[src/ebc_pkg.sv]
package ebc_pkg;

  // APB register byte offsets
  localparam logic [7:0] EBC_OFF_CTRL = 8'h00;
  localparam logic [7:0] EBC_OFF_PHASE = 8'h04;
  localparam logic [7:0] EBC_OFF_CMD = 8'h08;
  localparam logic [7:0] EBC_OFF_WDATA = 8'h0C;
  localparam logic [7:0] EBC_OFF_STATUS = 8'h10;
  localparam logic [7:0] EBC_OFF_RDATA = 8'h14;

  // Control register fields
  localparam int EBC_CTRL_MUX_BIT = 0;
  localparam int EBC_CTRL_RDY_EN_BIT = 1;
  localparam int EBC_CTRL_RDY_POL_BIT = 2;
  localparam int EBC_CTRL_RDY_ASYNC_BIT = 3;
  localparam logic [3:0] EBC_CTRL_RESET = 4'h0;

  // Phase register fields, each phase length in bus clock units
  localparam int EBC_PH_AB_LSB = 0;
  localparam int EBC_PH_C_LSB = 4;
  localparam int EBC_PH_D_LSB = 8;
  localparam int EBC_PH_E_LSB = 12;
  localparam int EBC_PH_F_LSB = 20;
  localparam logic [22:0] EBC_PHASE_RESET = 23'h001001;

  // Phase length limits
  localparam logic [2:0] EBC_AB_MIN = 3'h1;
  localparam logic [2:0] EBC_AB_MAX = 3'h5;
  localparam logic [1:0] EBC_C_MAX = 2'h3;
  localparam logic [0:0] EBC_D_MAX = 1'h1;
  localparam logic [5:0] EBC_E_MIN = 6'h01;
  localparam logic [5:0] EBC_E_MAX = 6'h20;
  localparam logic [1:0] EBC_F_MAX = 2'h3;

  // Command register fields
  localparam int EBC_CMD_WRITE_BIT = 24;
  localparam int EBC_CMD_BHE_BIT = 25;

  // Pin transition spacing against the system clock
  localparam real EBC_MIN_TRANS_NS = 12.5;
  localparam real EBC_CLK_NS = 40.0;
  localparam int EBC_MIN_TRANS_CYC =
    (int'($ceil(EBC_MIN_TRANS_NS / EBC_CLK_NS)) < 1) ? 1 :
    int'($ceil(EBC_MIN_TRANS_NS / EBC_CLK_NS));

  typedef enum logic [5:0] {
    EBC_IDLE = 6'b000001,
    EBC_AB = 6'b000010,
    EBC_C = 6'b000100,
    EBC_D = 6'b001000,
    EBC_E = 6'b010000,
    EBC_F = 6'b100000
  } ebc_state_type;

endpackage

[src/ebc_apb_regs.sv]
`timescale 1ns/100ps
module ebc_apb_regs
  import ebc_pkg::*;
(
  // Clock and reset
  input wire logic clk_sys_in,
  input wire logic rst_in,
  // APB slave
  input wire logic psel_in,
  input wire logic penable_in,
  input wire logic pwrite_in,
  input wire logic [7:0] paddr_in,
  input wire logic [31:0] pwdata_in,
  output logic [31:0] prdata_out,
  output logic pready_out,
  output logic pslverr_out,
  // Block side
  output logic [3:0] ctrl_out,
  output logic [22:0] phase_out,
  output logic [25:0] cmd_out,
  output logic [15:0] wdata_out,
  output logic start_out,
  input wire logic busy_in,
  input wire logic rdy_waited_in,
  input wire logic [15:0] rdata_in
);

  logic access_wr;
  logic known;

  assign access_wr = psel_in && penable_in && pwrite_in && pready_out;
  assign known = (paddr_in == EBC_OFF_CTRL) || (paddr_in == EBC_OFF_PHASE) ||
    (paddr_in == EBC_OFF_CMD) || (paddr_in == EBC_OFF_WDATA) ||
    (paddr_in == EBC_OFF_STATUS) || (paddr_in == EBC_OFF_RDATA);

  // No wait cycle: answer in the access phase's first edge
  always_ff @(posedge clk_sys_in or posedge rst_in)
  begin
    if (rst_in)
    begin
      pready_out <= 1'b0;
      pslverr_out <= 1'b0;
      prdata_out <= 32'h00000000;
    end
    else
    begin
      pready_out <= psel_in && !penable_in;
      pslverr_out <= psel_in && !penable_in && !known;
      prdata_out <= 32'h00000000;
      if (psel_in && !penable_in && !pwrite_in)
      begin
        case (paddr_in)
          EBC_OFF_CTRL: prdata_out <= {28'h0000000, ctrl_out};
          EBC_OFF_PHASE: prdata_out <= {9'h000, phase_out};
          EBC_OFF_CMD: prdata_out <= {6'h00, cmd_out};
          EBC_OFF_WDATA: prdata_out <= {16'h0000, wdata_out};
          EBC_OFF_STATUS: prdata_out <= {30'h00000000, rdy_waited_in, busy_in};
          EBC_OFF_RDATA: prdata_out <= {16'h0000, rdata_in};
          default: prdata_out <= 32'h00000000;
        endcase
      end
    end
  end

  // Writes land only at the edge that completes the transfer
  always_ff @(posedge clk_sys_in or posedge rst_in)
  begin
    if (rst_in)
    begin
      ctrl_out <= EBC_CTRL_RESET;
      phase_out <= EBC_PHASE_RESET;
      cmd_out <= 26'h0000000;
      wdata_out <= 16'h0000;
      start_out <= 1'b0;
    end
    else
    begin
      start_out <= 1'b0;
      if (access_wr)
      begin
        case (paddr_in)
          EBC_OFF_CTRL: ctrl_out <= pwdata_in[3:0];
          EBC_OFF_PHASE: phase_out <= pwdata_in[22:0];
          EBC_OFF_WDATA: wdata_out <= pwdata_in[15:0];
          EBC_OFF_CMD:
          begin
            // A command while busy is dropped
            if (!busy_in)
            begin
              cmd_out <= pwdata_in[25:0];
              start_out <= 1'b1;
            end
          end
          default: ctrl_out <= ctrl_out;
        endcase
      end
    end
  end

endmodule

[src/ebc_ctrl.sv]
`timescale 1ns/100ps
// Operation
// - Each access walks address, second, third, access, final hold phases in order.
// - Phase lengths programmable; clamped to AB 1..5, C 0..3, D 0..1, E 1..32, F 0..3.
// - Ready may stretch access phase, honoured only when ready control is enabled.
// - Ready active level selectable, high or low.
// - Synchronous ready, driven on reference clock, gives shortest cycle.
// - Asynchronous ready passes extra sync stage, costing at least one wait.
// - First sample point follows programmed phases and differs sync versus async.
// - Ready inactive at sample point inserts one wait and samples again.
// - Ready active at sample point ends the bus cycle.
// - Read data captured on the edge that ends read strobe and address.
// - Pin transitions at least 12.5 ns apart; met here by slow clock.
// - Reference clock output equals system clock, one period per cycle.
// - Multiplexed mode drives address then write data on shared lines.
// - Demultiplexed mode drives address and data on separate lines.
module ebc_ctrl
  import ebc_pkg::*;
#(
  parameter int ADDR_W = 24,
  parameter int DATA_W = 16
)
(
  // Clock and reset
  input wire logic clk_sys_in,
  input wire logic rst_in,
  // APB
  input wire logic psel_in,
  input wire logic penable_in,
  input wire logic pwrite_in,
  input wire logic [7:0] paddr_in,
  input wire logic [31:0] pwdata_in,
  output logic [31:0] prdata_out,
  output logic pready_out,
  output logic pslverr_out,
  // Bus reference clock
  output logic bus_reference_clock_out,
  // Strobes
  output logic cs_n_out,
  output logic rd_n_out,
  output logic wr_n_out,
  output logic ale_out,
  output logic upper_byte_enable_n_out,
  input wire logic ready_in,
  // Separate lines
  output logic [ADDR_W-1:0] address_lines_out,
  output logic [DATA_W-1:0] data_lines_out,
  output logic data_lines_oe_out,
  input wire logic [DATA_W-1:0] data_lines_in,
  // Shared lines
  output logic [DATA_W-1:0] shared_addr_data_lines_out,
  output logic shared_addr_data_lines_oe_out,
  input wire logic [DATA_W-1:0] shared_addr_data_lines_in
);

  logic [3:0] ctrl;
  logic [22:0] phase;
  logic [25:0] cmd;
  logic [15:0] wdata;
  logic start;
  logic [15:0] rdata;
  logic busy;
  logic rdy_waited;
  logic [31:0] prdata_i;
  logic pready_i;
  logic pslverr_i;
  logic ready_s2;
  logic ready_s3;
  logic [DATA_W-1:0] din_s1;
  logic [DATA_W-1:0] din_s2;
  logic [DATA_W-1:0] ain_s1;
  logic [DATA_W-1:0] ain_s2;
  ebc_state_type state;
  ebc_state_type next_state;
  logic [5:0] cnt;
  logic [5:0] next_cnt;
  logic [2:0] len_ab;
  logic [1:0] len_c;
  logic [0:0] len_d;
  logic [5:0] len_e;
  logic [1:0] len_f;
  logic mux;
  logic is_wr;
  logic rdy_en;
  logic rdy_async;
  logic rdy_pol;
  logic rdy_active;
  logic sample_pt;
  logic [5:0] sample_cnt;
  logic done_e;
  logic [1:0] cap_dly;

  ebc_apb_regs u_regs (
    .clk_sys_in(clk_sys_in),
    .rst_in(rst_in),
    .psel_in(psel_in),
    .penable_in(penable_in),
    .pwrite_in(pwrite_in),
    .paddr_in(paddr_in),
    .pwdata_in(pwdata_in),
    .prdata_out(prdata_i),
    .pready_out(pready_i),
    .pslverr_out(pslverr_i),
    .ctrl_out(ctrl),
    .phase_out(phase),
    .cmd_out(cmd),
    .wdata_out(wdata),
    .start_out(start),
    .busy_in(busy),
    .rdy_waited_in(rdy_waited),
    .rdata_in(rdata)
  );

  assign prdata_out = prdata_i;
  assign pready_out = pready_i;
  assign pslverr_out = pslverr_i;

  // Ready and read data come from off chip: two flops before use
  ebc_sync u_rdy_sync (
    .clk_sys_in(clk_sys_in),
    .rst_in(rst_in),
    .async_in(ready_in),
    .sync_out(ready_s2)
  );

  always_ff @(posedge clk_sys_in or posedge rst_in)
  begin
    if (rst_in)
    begin
      din_s1 <= '0;
      din_s2 <= '0;
      ain_s1 <= '0;
      ain_s2 <= '0;
      ready_s3 <= 1'b0;
    end
    else
    begin
      din_s1 <= data_lines_in;
      din_s2 <= din_s1;
      ain_s1 <= shared_addr_data_lines_in;
      ain_s2 <= ain_s1;
      ready_s3 <= ready_s2;
    end
  end

  // Clamp programmed lengths to legal ranges
  always_comb
  begin
    len_ab = phase[EBC_PH_AB_LSB +: 3];
    if (len_ab < EBC_AB_MIN)
      len_ab = EBC_AB_MIN;
    if (len_ab > EBC_AB_MAX)
      len_ab = EBC_AB_MAX;
    len_c = phase[EBC_PH_C_LSB +: 2];
    len_d = phase[EBC_PH_D_LSB +: 1];
    len_e = phase[EBC_PH_E_LSB +: 6];
    if (len_e < EBC_E_MIN)
      len_e = EBC_E_MIN;
    if (len_e > EBC_E_MAX)
      len_e = EBC_E_MAX;
    len_f = phase[EBC_PH_F_LSB +: 2];
  end

  assign mux = ctrl[EBC_CTRL_MUX_BIT];
  assign rdy_en = ctrl[EBC_CTRL_RDY_EN_BIT];
  assign rdy_pol = ctrl[EBC_CTRL_RDY_POL_BIT];
  assign rdy_async = ctrl[EBC_CTRL_RDY_ASYNC_BIT];
  assign is_wr = cmd[EBC_CMD_WRITE_BIT];
  // Async path adds one flop, hence one extra wait at least
  assign rdy_active = (rdy_async ? ready_s3 : ready_s2) == rdy_pol;
  // First sample at the last programmed access cycle; async one cycle later
  assign sample_cnt = rdy_async ? 6'h00 : 6'h01;
  assign sample_pt = (state == EBC_E) && (cnt <= sample_cnt) && rdy_en;
  assign done_e = rdy_en ? (sample_pt && rdy_active) : (cnt == 6'h01);
  // Busy until the captured read word has reached its register
  assign busy = (state != EBC_IDLE) || (cap_dly != 2'b00);

  always_comb
  begin
    next_state = state;
    next_cnt = cnt;
    case (state)
      EBC_IDLE:
      begin
        if (start)
        begin
          next_state = EBC_AB;
          next_cnt = {3'h0, len_ab};
        end
      end
      EBC_AB:
      begin
        if (cnt == 6'h01)
        begin
          next_state = EBC_C;
          next_cnt = {4'h0, len_c};
          if (len_c == 2'h0)
          begin
            next_state = EBC_D;
            next_cnt = {5'h00, len_d};
            if (len_d == 1'h0)
            begin
              next_state = EBC_E;
              next_cnt = len_e;
            end
          end
        end
        else
          next_cnt = cnt - 6'h01;
      end
      EBC_C:
      begin
        if (cnt <= 6'h01)
        begin
          next_state = EBC_D;
          next_cnt = {5'h00, len_d};
          if (len_d == 1'h0)
          begin
            next_state = EBC_E;
            next_cnt = len_e;
          end
        end
        else
          next_cnt = cnt - 6'h01;
      end
      EBC_D:
      begin
        next_state = EBC_E;
        next_cnt = len_e;
      end
      EBC_E:
      begin
        if (done_e)
        begin
          next_state = (len_f == 2'h0) ? EBC_IDLE : EBC_F;
          next_cnt = {4'h0, len_f};
        end
        else if (cnt > 6'h00)
          next_cnt = cnt - 6'h01;
      end
      EBC_F:
      begin
        if (cnt <= 6'h01)
          next_state = EBC_IDLE;
        else
          next_cnt = cnt - 6'h01;
      end
      default:
      begin
        next_state = EBC_IDLE;
        next_cnt = 6'h00;
      end
    endcase
  end

  always_ff @(posedge clk_sys_in or posedge rst_in)
  begin
    if (rst_in)
    begin
      state <= EBC_IDLE;
      cnt <= 6'h00;
    end
    else
    begin
      state <= next_state;
      cnt <= next_cnt;
    end
  end

  // Ready wait flag for status
  always_ff @(posedge clk_sys_in or posedge rst_in)
  begin
    if (rst_in)
      rdy_waited <= 1'b0;
    else if (start)
      rdy_waited <= 1'b0;
    else if (sample_pt && !rdy_active)
      rdy_waited <= 1'b1;
  end

  // Pins are sampled at the edge that leaves the access phase,
  // then ride both sync flops before the word is kept
  always_ff @(posedge clk_sys_in or posedge rst_in)
  begin
    if (rst_in)
      cap_dly <= 2'b00;
    else
      cap_dly <= {cap_dly[0], (state == EBC_E) && done_e && !is_wr};
  end

  always_ff @(posedge clk_sys_in or posedge rst_in)
  begin
    if (rst_in)
      rdata <= 16'h0000;
    else if (cap_dly[1])
      rdata <= mux ? ain_s2 : din_s2;
  end

  // Clock forwarded as is; a flop could only halve its rate
  assign bus_reference_clock_out = clk_sys_in;

  // Pins: each changes at most once per 40 ns clock, above 12.5 ns spacing
  always_ff @(posedge clk_sys_in or posedge rst_in)
  begin
    if (rst_in)
    begin
      cs_n_out <= 1'b1;
      rd_n_out <= 1'b1;
      wr_n_out <= 1'b1;
      ale_out <= 1'b0;
      upper_byte_enable_n_out <= 1'b1;
      address_lines_out <= '0;
      data_lines_out <= '0;
      data_lines_oe_out <= 1'b0;
      shared_addr_data_lines_out <= '0;
      shared_addr_data_lines_oe_out <= 1'b0;
    end
    else
    begin
      cs_n_out <= (next_state == EBC_IDLE);
      ale_out <= mux && (next_state == EBC_AB);
      rd_n_out <= !((next_state == EBC_E) && !is_wr);
      wr_n_out <= !((next_state == EBC_E) && is_wr);
      if (next_state == EBC_AB && state == EBC_IDLE)
      begin
        address_lines_out <= cmd[ADDR_W-1:0];
        upper_byte_enable_n_out <= !cmd[EBC_CMD_BHE_BIT];
      end
      else if (next_state == EBC_IDLE)
        upper_byte_enable_n_out <= 1'b1;
      if (mux)
      begin
        data_lines_oe_out <= 1'b0;
        if (next_state == EBC_AB)
        begin
          shared_addr_data_lines_out <= cmd[DATA_W-1:0];
          shared_addr_data_lines_oe_out <= 1'b1;
        end
        else if (is_wr && (next_state != EBC_IDLE))
        begin
          shared_addr_data_lines_out <= wdata;
          shared_addr_data_lines_oe_out <= 1'b1;
        end
        else
          shared_addr_data_lines_oe_out <= 1'b0;
      end
      else
      begin
        shared_addr_data_lines_oe_out <= 1'b0;
        data_lines_out <= wdata;
        data_lines_oe_out <= is_wr && (next_state != EBC_IDLE);
      end
    end
  end
endmodule

[src/ebc_sync.sv]
`timescale 1ns/100ps
module ebc_sync
  import ebc_pkg::*;
(
  // Clock and reset
  input wire logic clk_sys_in,
  input wire logic rst_in,
  // Level
  input wire logic async_in,
  output logic sync_out
);

  logic stage_one;

  always_ff @(posedge clk_sys_in or posedge rst_in)
  begin
    if (rst_in)
    begin
      stage_one <= 1'b0;
      sync_out <= 1'b0;
    end
    else
    begin
      stage_one <= async_in;
      sync_out <= stage_one;
    end
  end

endmodule
[config.mk]
export PLATFORM = sky130hd
export DESIGN_NAME = ebc_ctrl
export DESIGN_NICKNAME = d
export VERILOG_FILES = /design/src/ebc_pkg.sv /design/src/ebc_apb_regs.sv /design/src/ebc_ctrl.sv /design/src/ebc_sync.sv
export SDC_FILE = /design/constraint.sdc
export NUM_CORES = 1
export LEC_CHECK = 0
export BUFFER_PORTS_ARGS = -buffer_cell sky130_fd_sc_hd__buf_4
export CORE_MARGIN = 2
export CORE_UTILIZATION = 28
export CTS_BUF_LIST = sky130_fd_sc_hd__clkbuf_2 sky130_fd_sc_hd__clkbuf_4 sky130_fd_sc_hd__clkbuf_8
export DETAILED_ROUTE_END_ITERATION = 8
export GPL_TIMING_DRIVEN = 0
export SYNTH_ARGS = -nofsm -noshare
export SYNTH_HDL_FRONTEND = slang
export SYNTH_SLANG_ARGS = --single-unit
[constraint.sdc]
create_clock -name clk_sys_in -period 11.1 [get_ports clk_sys_in]
set_input_delay 1.11 -clock clk_sys_in [delete_from_list [all_inputs] [get_ports clk_sys_in]]
set_output_delay 1.11 -clock clk_sys_in [all_outputs]
set_load 0.03 [all_outputs]
==> flow_summary.toml <==
[critical_path]
path_class = "clk -> out"
critPathTopFamily = "buffers and inverters"
cpMaxStageDelayCell = "buf_4"
worst_setup_path_start_kind = "clock port"
critical_path.max_fanout = 2
worstPathArrival_ns = 6.04
r2r_start = "cnt[2]"
crit_path_max_incr_delay_ns = 0.15
cp-startpoint = "clk_sys_in"
path_buf_inv = 4
crit_chain = "clkbuf_8, clkbuf_8, buf_4, buf_4"
cp-end-kind = "output port"
crit_required_ns = 9.99

[timing]
relSlewSlack = 0.387
grt_setup_unrepaired = "no"
setup_viol = 0
setup_tns_ns = 0
fin_hold_ws_ns = 0.326
fin_skew_ns = 0.0179
worst_pin_slew_ns = 0.896
hold_viol = 0
maxSlewViolCount = 0

[cts]
path_clk_slew_ns = 0.05
clk_latency_ns = 0.66
cts_resized = 0
cts_tree = "built"
postCtsSetupBuffers = 0
cts_hold_buf = 0

[grt]
grt_pass1_vias = 7177
busiest_layer = "met2"
grt_util_met3 = 0.0415
grt_max_degree = 132
grtUsageMet1 = 0.200
grtUsageMet2 = 0.240
grt_use_total = 0.152
grt_pass1_wl_microns = 43500
antenna_found_initial = 1
grt_overflow = 0

[placed_design]
placed_cell_area_sq_mm = 0.0120
port_buffers = 162
gp_congestion = 0.855
hpwl_microns = 21100

[finish]
finalNetCount = 1092
drive_gt1_frac = 0.373
postLayoutCellArea_sq_mm = 0.0131
syn2layout_area_growth_pct = 28.9

[pwr]
p_per_area_mw_per_mm2 = 158
p_seq_frac = 0.469
p_int_w = 0.00160
combPwrFrac = 0.049
fin_total_pwr_w = 0.00207
power.share.switching = 0.229
switching_power_w = 0.000473
peakVddDrop_uv = 90.0
p_leak_nw = 6.33
clkPwrFrac = 0.483

[detailed_routing]
routedWlPerCell_microns = 19.2
vias = 6969
dr.pass1.iters = 9
drt-initial-drc-count = 441
route.detailed.drc = 16
avgViaCountPerCell = 4.64
ant_nets = 0
totalWireLength_microns = 28900

[yosys]
yosys_most_used_dff = "dfrtp_1"
netlist_instances = 792
yosys_warnings = 0
synthDistinctLibCells = 66
synth_edf_count = 0
seq_area_frac_synth = 0.640
synthesis.area_sq_mm = 0.0101
ys_ff_latch = 259
async_reset_ff_frac = 1.00
synth.avg_cell_area_sq_um = 12.8

[hold_path]
hp-class = "in -> async"

[flow_run]
cap_viol_max_count = 0

[die]
io_pins = 176
die_area_sq_mm = 0.0378
die_w_microns = 194
core-area_sq_mm = 0.0357
initial_core_util = 0.284
die_h_microns = 194
fp-row-count = 69

[status]
status = "complete, but fails checks"
violations = "DRC"
-- flip-flops by register name, summed over array words and instances, names as in the netlist, 2 cells and up --
register                    flops
u_regs.cmd_out                 26
u_regs.prdata_out              26
address_lines_out              24
u_regs.phase_out               23
ain_s1                         16
ain_s2                         16
data_lines_out                 16
din_s1                         16
din_s2                         16
rdata                          16
shared_addr_data_lines_out     16
u_regs.wdata_out               16
cnt                             6
state                           6
u_regs.ctrl_out                 4
cap_dly                         2
-- cells in the mapped netlist, drive strengths merged (11+ instances only) --
library cell  instances  share of area
nor2                 44          0.017
nor3                 11         0.0059
a22oi                12         0.0089
a21oi                36          0.018
a222oi               16          0.016
o21ai                32          0.021
buf                  20          0.013
clkbuf               22         0.0081
mux2                 86          0.095
nand2               122          0.045
mux2i                33          0.033
inv                  15         0.0056
dfrtp               252           0.62
-- cells in the final DEF (no fill, tap or decap), types with 13 or more instances in the layout --
cell type,count
dfrtp_1,252
buf_4,171
nand2_1,122
mux2_2,86
clkbuf_8,62
nor2_1,42
a21oi_1,36
mux2i_1,33
clkbuf_1,22
o21ai_0,18
a222oi_1,16
inv_1,14
o21ai_2,13
-- power groups by stage --
stage	Sequential, W	Clock [W]	Combinational, W
after floorplan	0.000985	0.0000135	0.0000543
after global placement	0.000987	0.0000186	0.000100
after detailed placement	0.000986	0.0000186	0.000102
after CTS	0.000969	0.00102	0.000102
after global routing	0.000970	0.00107	0.000113
final	0.000969	0.000998	0.000101
-- cells by family after synthesis --
family	share of synthesized area
mux	0.128
buf+inv	0.0271
flops	0.640
other cells	0.000370
compound gates	0.0973
fa+ha+maj	0.00605
xor+xnor	0.00173
simple gates	0.0993
-- final cells by class --
class,count,area (sq um)
Fill cell,3519,22600
Timing Repair Buffer,164,1270
Buffer,42,219
Antenna cell,1,2.50
Clock buffer,70,913
Tap cell,461,577
Clock inverter,10,133
Multi-Input combinational cell,481,3400
Inverter,15,63.8
Sequential cell,259,6490
-- per-layer routing --
metal  up-vias  share of wire
met5         -              0
met4         0          0.029
met3        51          0.075
met2       223           0.46
met1      3457           0.43
li1       3238              -
-- final timing paths --
check                      depth (start not counted)  slack [ns]                 endpoint
max in group asynchronous                          4        9.42     u_regs.prdata_out[1]
min in group clk_sys_in                            0        0.34                ain_s2[1]
max                                                4        3.95  bus_reference_clock_out
max reg2reg                                        6        8.29                   cnt[4]
min reg2reg                                        0        0.34                ain_s2[1]
min                                                2        0.33                din_s1[7]
-- stage by stage --
step           instances  setup slack [ns]  utilization
6_report            1503              3.95        0.367
5_1_grt             1502              3.94        0.366
4_1_cts             1502              3.95        0.366
3_5_place_dp        1423              4.18        0.337
3_3_place_gp        1420             0.101        0.335
2_1_floorplan        797              2.87            -
(Power assumes the default switching activity.)
